[config.mk]
export PLATFORM = sky130hd
export DESIGN_NAME = ectl_top
export DESIGN_NICKNAME = d
export VERILOG_FILES = /design/src/logic/ectl_pkg.sv /design/src/logic/ectl_top.sv
export SDC_FILE = /design/constraint.sdc
export NUM_CORES = 1
export LEC_CHECK = 0
export BUFFER_PORTS_ARGS = -buffer_cell sky130_fd_sc_hd__buf_2
export CAP_MARGIN = 10
export CORE_ASPECT_RATIO = 2
export CORE_UTILIZATION = 42
export DETAILED_ROUTE_END_ITERATION = 12
export GPL_ROUTABILITY_DRIVEN = 0
export PLACE_DENSITY = 0.76
export REMOVE_ABC_BUFFERS = 1
export SYNTH_ARGS = -nofsm -noshare
export SYNTH_HDL_FRONTEND = slang
export SYNTH_SLANG_ARGS = --single-unit
[constraint.sdc]
create_clock -name clk_i -period 1.5 [get_ports clk_i]
set_clock_uncertainty 0.1 [all_clocks]
set_input_delay 0.3 -clock clk_i [delete_from_list [all_inputs] [get_ports clk_i]]
set_output_delay 0.3 -clock clk_i [all_outputs]
set_load 0.05 [all_outputs]
[src/logic/ectl_pkg.sv]
`default_nettype none
package ectl_pkg;
  // ---------------------------------------------------------------
  // Register map (byte addresses)
  // ---------------------------------------------------------------
  localparam logic [3:0] CHAN_ADDR = 4'h0;
  localparam logic [3:0] DISCH_ADDR = 4'h4;
  localparam logic [3:0] UNIT_ADDR = 4'h8;
  localparam logic [15:0] REG_RESET = 16'h0000;
  // Writable bits per register; all others read as zero except the channel flag bits 9:8
  localparam logic [15:0] CHAN_WMASK = 16'hFCFC;
  localparam logic [15:0] DISCH_WMASK = 16'h0017;
  localparam logic [15:0] UNIT_WMASK = 16'h8E00;
  // ---------------------------------------------------------------
  // Field positions
  // ---------------------------------------------------------------
  localparam int F1_MODE = 15;
  localparam int F1_POL = 14;
  localparam int F1_SEL = 10;
  localparam int F2_STAT = 9;
  localparam int F1_STAT = 8;
  localparam int F2_MODE = 7;
  localparam int F2_POL = 6;
  localparam int F2_SEL = 2;
  localparam int SEL_W = 4;
  localparam int RST_EN = 4;
  localparam int DIS_SEL = 0;
  localparam int DIS_W = 3;
  localparam int U_EN = 15;
  localparam int U_PASS = 11;
  localparam int U_ORDER = 10;
  localparam int U_GND = 9;
  localparam logic [2:0] DIS_NONE = 3'h0;
  // Package pin counts
  localparam int PINS_20 = 20;
  localparam int PINS_28 = 28;
  localparam int PINS_44 = 44;
  // ---------------------------------------------------------------
  // Event sources entering the block
  // ---------------------------------------------------------------
  typedef struct packed {
    logic [2:0] cmp;
    logic [1:0] clc;
    logic [1:0] ccp_flag;
    logic timer;
    logic [13:1] pin;
    logic adc_eoc;
    logic [2:0] aux;
  } ectl_src_t;
endpackage
`default_nettype wire

[src/logic/ectl_top.sv]
`timescale 1ns/1ps
`default_nettype none
module ectl_top
  import ectl_pkg::*;
#(
  parameter int PKG_PINS = PINS_44
) (
  // Clock and reset
  input wire logic clk_i,
  input wire logic rst_i,
  // Wishbone slave
  input wire logic wb_cyc_i,
  input wire logic wb_stb_i,
  input wire logic wb_we_i,
  input wire logic [3:0] wb_adr_i,
  input wire logic [3:0] wb_sel_i,
  input wire logic [31:0] wb_dat_i,
  output logic [31:0] wb_dat_o,
  output logic wb_ack_o,
  // Event sources
  input wire ectl_src_t src_i,
  // Current source control
  output logic current_drive_o,
  output logic source_ground_o
);

  // ---------------------------------------------------------------
  // Helpers
  // ---------------------------------------------------------------
  // Byte-lane merge of a 16-bit register, limited to writable bits
  function automatic logic [15:0] merge(input logic [15:0] old, input logic [31:0] wd,
                                        input logic [3:0] sel, input logic [15:0] mask);
    logic [15:0] v;
    v = old;
    if (sel[0]) v[7:0] = wd[7:0];
    if (sel[1]) v[15:8] = wd[15:8];
    return v & mask;
  endfunction

  // Edge or level qualification of one synchronised channel
  function automatic logic qualify(input logic mode, input logic pol,
                                   input logic cur, input logic prev);
    if (mode) return pol ? (cur & ~prev) : (~cur & prev);
    return cur == pol;
  endfunction

  // Channel one source; missing pins read low on small packages
  function automatic logic pick_one(input ectl_src_t s, input logic [3:0] c);
    case (c)
      4'hF: return s.cmp[2];
      4'hE: return s.cmp[1];
      4'hD: return s.cmp[0];
      4'hC: return s.clc[1];
      4'hB: return s.clc[0];
      4'hA: return s.ccp_flag[1];
      4'h9: return s.pin[8] & (PKG_PINS > PINS_28);
      4'h8: return s.pin[7] & (PKG_PINS > PINS_28);
      4'h7: return s.pin[6];
      4'h6: return s.pin[5];
      4'h5: return s.pin[4];
      4'h4: return s.pin[3] & (PKG_PINS > PINS_20);
      4'h3: return s.pin[1];
      4'h2: return s.pin[2];
      4'h1: return s.ccp_flag[0];
      default: return s.timer;
    endcase
  endfunction

  // Channel two source; unused codes give no source
  function automatic logic pick_two(input ectl_src_t s, input logic [3:0] c);
    case (c)
      4'hF: return s.cmp[2];
      4'hE: return s.cmp[1];
      4'hD: return s.cmp[0];
      4'hC: return 1'b0;
      4'hB: return s.clc[0];
      4'hA: return s.ccp_flag[1];
      4'h9: return 1'b0;
      4'h8: return s.pin[13];
      4'h7: return s.pin[12];
      4'h6: return s.pin[11] & (PKG_PINS > PINS_20);
      4'h5: return s.pin[10];
      4'h4: return s.pin[9] & (PKG_PINS > PINS_20);
      4'h3: return s.pin[1];
      4'h2: return s.pin[2];
      4'h1: return s.ccp_flag[0];
      default: return s.timer;
    endcase
  endfunction

  // Discharge source; 000 and the reserved code give none
  function automatic logic pick_dis(input ectl_src_t s, input logic [2:0] c);
    case (c)
      3'h7: return s.clc[1];
      3'h6: return s.clc[0];
      3'h4: return s.adc_eoc;
      3'h3: return s.aux[2];
      3'h2: return s.aux[1];
      3'h1: return s.aux[0];
      default: return 1'b0;
    endcase
  endfunction

  // ---------------------------------------------------------------
  // State
  // ---------------------------------------------------------------
  logic [15:0] chan_q, chan_d, dis_q, dis_d, unit_q, unit_d;
  logic flag1_q, flag1_d, flag2_q, flag2_d;
  logic [2:0] sy1_q, sy1_d, sy2_q, sy2_d;
  logic [1:0] prev_q, prev_d;
  logic ack_q, ack_d;
  logic [31:0] dat_q, dat_d;
  logic drive_q, drive_d, gnd_q, gnd_d;
  logic take, wr, wr_chan, go, ev1, ev2, det_rst, dis_sig;
  logic [15:0] rd;

  // ---------------------------------------------------------------
  // Bus decode and edge qualification
  // ---------------------------------------------------------------
  always_comb begin
    take = wb_cyc_i & wb_stb_i & ~ack_q;
    // Writes land on the edge where the master sees ack
    wr = wb_cyc_i & wb_stb_i & wb_we_i & ack_q;
    wr_chan = wr & (wb_adr_i == CHAN_ADDR);
    go = unit_q[U_EN] & unit_q[U_PASS];
    ev1 = go & qualify(chan_q[F1_MODE], chan_q[F1_POL], sy2_q[0], prev_q[0]);
    ev2 = go & qualify(chan_q[F2_MODE], chan_q[F2_POL], sy2_q[1], prev_q[1])
        & (~unit_q[U_ORDER] | flag1_q);
    // Selector 000 falls back to the ground control bit
    dis_sig = (dis_q[DIS_SEL +: DIS_W] == DIS_NONE) ? unit_q[U_GND] : sy2_q[2];
    det_rst = dis_q[RST_EN] & dis_sig;
  end

  // ---------------------------------------------------------------
  // Next state
  // ---------------------------------------------------------------
  // Sources are muxed raw, then pass two flops before any detector looks
  always_comb begin
    sy1_d = {pick_dis(src_i, dis_q[DIS_SEL +: DIS_W]),
             pick_two(src_i, chan_q[F2_SEL +: SEL_W]),
             pick_one(src_i, chan_q[F1_SEL +: SEL_W])};
    sy2_d = sy1_q;
    prev_d = sy2_q[1:0];
  end

  // Registers and flags; detector reset beats a set, a set beats a write
  always_comb begin
    chan_d = chan_q;
    dis_d = dis_q;
    unit_d = unit_q;
    flag1_d = flag1_q;
    flag2_d = flag2_q;
    if (wr_chan) chan_d = merge(chan_q, wb_dat_i, wb_sel_i, CHAN_WMASK);
    if (wr & (wb_adr_i == DISCH_ADDR))
      dis_d = merge(dis_q, wb_dat_i, wb_sel_i, DISCH_WMASK);
    if (wr & (wb_adr_i == UNIT_ADDR)) unit_d = merge(unit_q, wb_dat_i, wb_sel_i, UNIT_WMASK);
    if (wr_chan & wb_sel_i[1]) begin
      flag1_d = wb_dat_i[F1_STAT];
      flag2_d = wb_dat_i[F2_STAT];
    end
    if (ev1) flag1_d = 1'b1;
    if (ev2) flag2_d = 1'b1;
    if (det_rst) begin
      flag1_d = 1'b0;
      flag2_d = 1'b0;
    end
  end

  // Read data, ack and analog controls
  always_comb begin
    case (wb_adr_i)
      CHAN_ADDR: rd = chan_q;
      DISCH_ADDR: rd = dis_q;
      UNIT_ADDR: rd = unit_q;
      default: rd = REG_RESET;
    endcase
    rd[F1_STAT] = rd[F1_STAT] | ((wb_adr_i == CHAN_ADDR) & flag1_q);
    rd[F2_STAT] = rd[F2_STAT] | ((wb_adr_i == CHAN_ADDR) & flag2_q);
    ack_d = take;
    dat_d = take ? {16'h0000, rd} : 32'h0000_0000;
    // Grounding wins over the flags: a grounded source never drives
    drive_d = unit_q[U_EN] & flag1_q & ~flag2_q & ~unit_q[U_GND];
    gnd_d = unit_q[U_GND];
  end

  // ---------------------------------------------------------------
  // Registers
  // ---------------------------------------------------------------
  always_ff @(posedge clk_i) begin
    if (rst_i) begin
      chan_q <= REG_RESET;
      dis_q <= REG_RESET;
      unit_q <= REG_RESET;
      flag1_q <= 1'b0;
      flag2_q <= 1'b0;
      sy1_q <= 3'h0;
      sy2_q <= 3'h0;
      prev_q <= 2'h0;
      ack_q <= 1'b0;
      dat_q <= 32'h0000_0000;
      drive_q <= 1'b0;
      gnd_q <= 1'b0;
    end else begin
      chan_q <= chan_d;
      dis_q <= dis_d;
      unit_q <= unit_d;
      flag1_q <= flag1_d;
      flag2_q <= flag2_d;
      sy1_q <= sy1_d;
      sy2_q <= sy2_d;
      prev_q <= prev_d;
      ack_q <= ack_d;
      dat_q <= dat_d;
      drive_q <= drive_d;
      gnd_q <= gnd_d;
    end
  end

  assign wb_ack_o = ack_q;
  assign wb_dat_o = dat_q;
  assign current_drive_o = drive_q;
  assign source_ground_o = gnd_q;
endmodule // ectl_top
`default_nettype wire

==> Yosys cells after proc, flatten, opt, wreduce, memory -nomap -nowiden <==
Index checks and enable logic that the tools add are counted.
{ "word_totals": {"register_bits": 65, "out_inout_bits": 35, "elab_cells": 116} }
{ "op_classes": {"eq_ne": 40, "muxes": 17, "bitwise_logic": 34, "reduce_logical": 11} }
{ "op_table": {"columns": ["op", "n"], "rows": [
  ["== test 4 bit (second input constant)", 17],
  ["case mux 16 bit (3 select lines)", 1],
  ["== test 4 x 3 -> 1 bit (second input constant)", 9],
  ["bitwise AND 1 bit", 22],
  ["== test 4 x 2 -> 1 bit (second input constant)", 4],
  ["case mux 1 bit (15 select lines)", 1],
  ["case mux 1 bit (14 select lines)", 1],
  ["two-way mux 1 bit", 13],
  ["== test 3 bit (second input constant)", 3],
  ["NOT 1 bit", 9],
  ["== test 4 x 1 -> 1 bit (second input constant)", 2],
  ["AND reduction 2 bit", 4],
  ["== test 3 x 2 -> 1 bit (second input constant)", 2],
  ["case mux 1 bit (6 select lines)", 1],
  ["OR reduction 2 bit", 3],
  ["logical NOT 4 bit", 1],
  ["nonzero test 2 bit", 2],
  ["== test 3 x 1 -> 1 bit (second input constant)", 1],
  ["logical NOT 3 bit", 1],
  ["OR 1 bit", 3],
  ["== test 1 bit", 2]
]} }

==> Depth between registers and ports, before layout <==
{ "depth": {"depth_word": 8, "depth_mapped": 6} }

==> Least setup slack after synthesis <==
OpenSTA, ideal clock, no wires.
{ "synth_path": {"path_kind": "reg-to-reg", "from": "reg ack_q, in the netlist wb_ack_o", "to": "reg unit_q[10]", "setup_time_ns": 0.128, "t_arrival_ns": 1.402, "t_required_ns": 1.272, "path_slack_ns": -0.129, "path_stages_with_launch": 6, "n_path_buf": 0, "synth_period_minus_slack_ns": 1.629, "cell_sequence": "dfxtp_1 -> nand4_1 -> nor2_1 -> nand3_1 -> mux2i_1 -> nor2_1"} }
{ "synth_between": {"elab_chain_cells": 3} }
{ "synth_rtl": {"columns": ["element", "line", "text"], "rows": [
  ["start, declared", "ectl_top.sv:111", "logic ack_q, ack_d;"],
  ["start signal, assigned", "ectl_top.sv:212", "ack_q <= ack_d;"],
  ["bitwise AND 1 bit", "ectl_top.sv:123", "wr = wb_cyc_i & wb_stb_i & wb_we_i & ack_q;"],
  ["bitwise AND 1 bit", "ectl_top.sv:156", "if (wr & (wb_adr_i == UNIT_ADDR)) unit_d = merge(unit_q, wb_dat_i, wb_sel_i, UNIT_WMASK);"],
  ["AND reduction 2 bit (no source line)", null, null],
  ["end signal, assigned", "ectl_top.sv:206", "unit_q <= unit_d;"],
  ["end, declared", "ectl_top.sv:107", "logic [15:0] chan_q, chan_d, dis_q, dis_d, unit_q, unit_d;"]
]} }
No other way between the ends.
A chain may end at the register's enable or synchronous reset.

==> Worst setup path after layout <==
{ "layout_path": {"from": "reg chan_q[3]", "to": "reg sy1_q[1]"} }
{ "layout_between": {"elab_chain_cells": 3, "word_cells_on_any_way": 17, "cone_classes": "eq/ne (15); mux (1); reduce/logical (1)"} }
{ "layout_rtl": {"columns": ["element", "line", "text"], "rows": [
  ["start, declared", "ectl_top.sv:107", null],
  ["start signal, assigned", "ectl_top.sv:204", "chan_q <= chan_d;"],
  ["== test 4 bit", "ectl_top.sv:71", "case (c)"],
  ["OR reduction 2 bit (no source line)", null, null],
  ["case mux 1 bit (14 select lines) (*)", "ectl_top.sv:71", null],
  ["end signal, assigned", "ectl_top.sv:209", "sy1_q <= sy1_d;"],
  ["end, declared", "ectl_top.sv:109", "logic [2:0] sy1_q, sy1_d, sy2_q, sy2_d;"]
]} }
Mark *: on every way between the ends. The rest lies on a longest branch, timed or not.

==> impl_metrics.env <==
export IMPL_status="finished, final reports clean"
export IMPL_ant_nets=0
export IMPL_vias=1939
export IMPL_crit_type="flip-flop to flip-flop"
export IMPL_layout_min_cycle_time_ns=1.48
export IMPL_min_from="wb_dat_i[5]"
export IMPL_mostFrequentLayoutCells="70 x buf_2, 47 x dfxtp_1, 34 x mux2i_1"
export IMPL_grt_start_max_net_pins=32
export IMPL_globalRouteOverflowTotal=0
export IMPL_whs_path_depth=3
export IMPL_whs_ns=0.122
export IMPL_diodes=0
export IMPL_yosysSeqAreaShare_pct=44.2
export IMPL_hold_viol=0
export IMPL_holdPathEnd="chan_q[5]$_SDFFE_PP0P_"
export IMPL_p_leak_uw=0.00141
export IMPL_grt_first_pass_wirelength_mm=8.05
export IMPL_wl_per_cell_um=14.0
export IMPL_drc=0
export IMPL_fp_row_count=37
export IMPL_yosysWarnings=0
export IMPL_worstSetupEndpointType="flip-flop"
export IMPL_drive_above_1_share_pct=35.6
export IMPL_powerDensity_mw_per_mm2=839
export IMPL_drtIter0Drc=45
export IMPL_synth_cell_types=40
export IMPL_drtPass1Iterations=4
export IMPL_track_usage_pct=20.1
export IMPL_required_ns=1.59
export IMPL_layout_setup_ws_ns=0.0229
export IMPL_core_sq_mm=0.00509
export IMPL_period_share_pct=98.5
export IMPL_worstSetupStartpointType="flip-flop"
export IMPL_start_util_pct=43.5
export IMPL_synthCells=231
export IMPL_setup_viol=0
export IMPL_htreeDepth=2
export IMPL_antenna_found_initial=0
export IMPL_io_pins=105
export IMPL_ir_drop_mv=0.633
export IMPL_grt_pass1_vias=1794
export IMPL_drt_total_wl_mm=5.26
export IMPL_cts_sinks=49
export IMPL_nNetsFinal=386
export IMPL_die_w_um=53.4
export IMPL_timing_final_max_slew_violations=0
export IMPL_io_buffers=70
export IMPL_clockBufferDepth=2
export IMPL_post_place_ws_ns=-0.118
export IMPL_arrival_ns=1.56
export IMPL_hold_path_class="input pin to flip-flop"
export IMPL_ff2ff_path_depth=5
export IMPL_syn_to_final_growth_pct=25.9
export IMPL_fmax_mhz=677
export IMPL_critPathMaxFanout=7
export IMPL_final_common_cell="buf_2"
export IMPL_cts_root_buf="clkbuf_8"
export IMPL_die_h_um=105
export IMPL_clock_latency_ns=0.30
export IMPL_cts_reportedPaths_clkPinSlew_ns=0.09
export IMPL_r2r_setup_slack_ns=0.02
export IMPL_dieArea_sq_mm=0.00559
export IMPL_worst_r2r_endpoint="sy1_q[1]$_SDFF_PP0_"
export IMPL_rsz0062_at_grt="true"
export IMPL_synth_avg_cell_area_sq_um=9.60
export IMPL_synth_seq_cells=49
export IMPL_cts_inserted_buffers=5
export IMPL_cap_violations=0
export IMPL_cts_tree="done"
export IMPL_place_hpwl_mm=4.05
export IMPL_synth_cell_area_sq_mm=0.00222
export IMPL_timing_rr_start="chan_q[3]$_SDFFE_PP0P_"
export IMPL_via_per_inst=5.17
-- report_power, final --
part	internal, uW	total [uW]	switching, uW
sequential	1310	1310	3.58
clock	329	775	445
combinational	85.8	258	172
total	1720	2340	621
-- cell usage after synthesis, drive strengths merged --
library cell	n	area [sq um]
a211oi	1	7.51
a21o	1	7.51
a21oi	6	30.0
a221oi	1	8.76
a311o	1	10.0
a311oi	1	8.76
a31oi	1	6.26
and2	1	6.26
and3	11	73.8
buf	22	156
clkbuf	6	22.5
conb	1	3.75
dfxtp	49	981
inv	3	11.3
mux2	2	22.5
mux2i	35	350
mux4	3	67.6
nand2	15	58.8
nand2b	3	21.3
nand3	5	25.0
nand3b	3	22.5
nand4	1	6.26
nor2	32	120
nor2b	8	50.1
nor3	8	40.0
nor4	4	46.3
nor4bb	1	10.0
o2111ai	1	8.76
o211ai	2	15.0
o21ai	1	5.00
or2	1	6.26
or4	1	7.51
-- per-layer routing --
layer / up-vias / part of all wire, % / wire length [um] / global-route usage (%)
met2: 82 / 54 / 2860 / 34.9
li1: 938 / - / - / -
met4: 0 / 5.2 / 273 / 13.5
met1: 899 / 36 / 1870 / 20.5
met5: - / 0 / 0 / 0
met3: 20 / 4.9 / 255 / 3.06
-- per-stage QoR --
step | cells | total power [uW] | TNS, ns | cell area (sq um) | utilization, %
after floorplan | 218 | 1470 | -5.77 | 2090 | -
after global placement | 366 | 1590 | -0.428 | 2670 | 52.4
after detailed placement | 366 | 1590 | -0.933 | 2670 | 52.4
after CTS | 374 | 2350 | 0 | 2760 | 54.2
after global routing | 375 | 2420 | -0.182 | 2790 | 54.8
final | 375 | 2340 | 0 | 2790 | 54.8
-- sequential cells by signal, indices dropped and copies added (netlist names), 2 cells and up --
signal,count
unit_q,4
dis_q,4
wb_dat_o,16
prev_q,2
sy2_q,3
sy1_q,3
chan_q,12
-- critical path: stages, from the launching register on --
cell,delay (ns)
dfxtp_4,0.39
buf_6,0.13
mux2i_2,0.21
nand3b_1,0.14
a221oi_2,0.31
nor4_2,0.08
-- cell type report --
cell class | count | area (sq um)
fill | 473 | 2300
multi-input combinational | 166 | 1120
sequential | 49 | 986
timing repair buffer | 91 | 512
clock buffer | 6 | 72.6
tap | 58 | 72.6
clock inverter | 2 | 15.0
inverter | 3 | 11.3
-- kinds of logic (layout without fill, tap and decap cells) --
family	after synthesis	in the layout	synth area share, %
AOI/OAI and AO/OA	16	16	4.85
buffers and inverters	31	102	8.58
DFF	49	49	44.2
muxes	40	40	19.9
other	1	16	0.169
and+or+nand+nor	94	94	22.3
-- how the worst max path moves through the flow --
stage | from | to
after global placement | wb_adr_i[1] | flag1_q$_SDFFE_PP0P_
after CTS | chan_q[3]$_SDFFE_PP0P_ | sy1_q[1]$_SDFF_PP0_
after global routing | chan_q[3]$_SDFFE_PP0P_ | sy1_q[1]$_SDFF_PP0_
after detailed placement | wb_adr_i[1] | flag1_q$_SDFFE_PP0P_
after floorplan | wb_ack_o$_SDFF_PP0_ | wb_dat_o[1]$_SDFF_PP0_
final | chan_q[3]$_SDFFE_PP0P_ | sy1_q[1]$_SDFF_PP0_
-- what timing repair did --
action / CTS / global route
pin swaps: 2 / 1
endpoints found under the setup margin: 1 / 9
cloned: 0 / 0
hold buffers: 0 / 0
gates resized for setup: 2 / 6
buffers inserted: 0 / 1
Note: power is estimated with default switching activity, not from simulation.
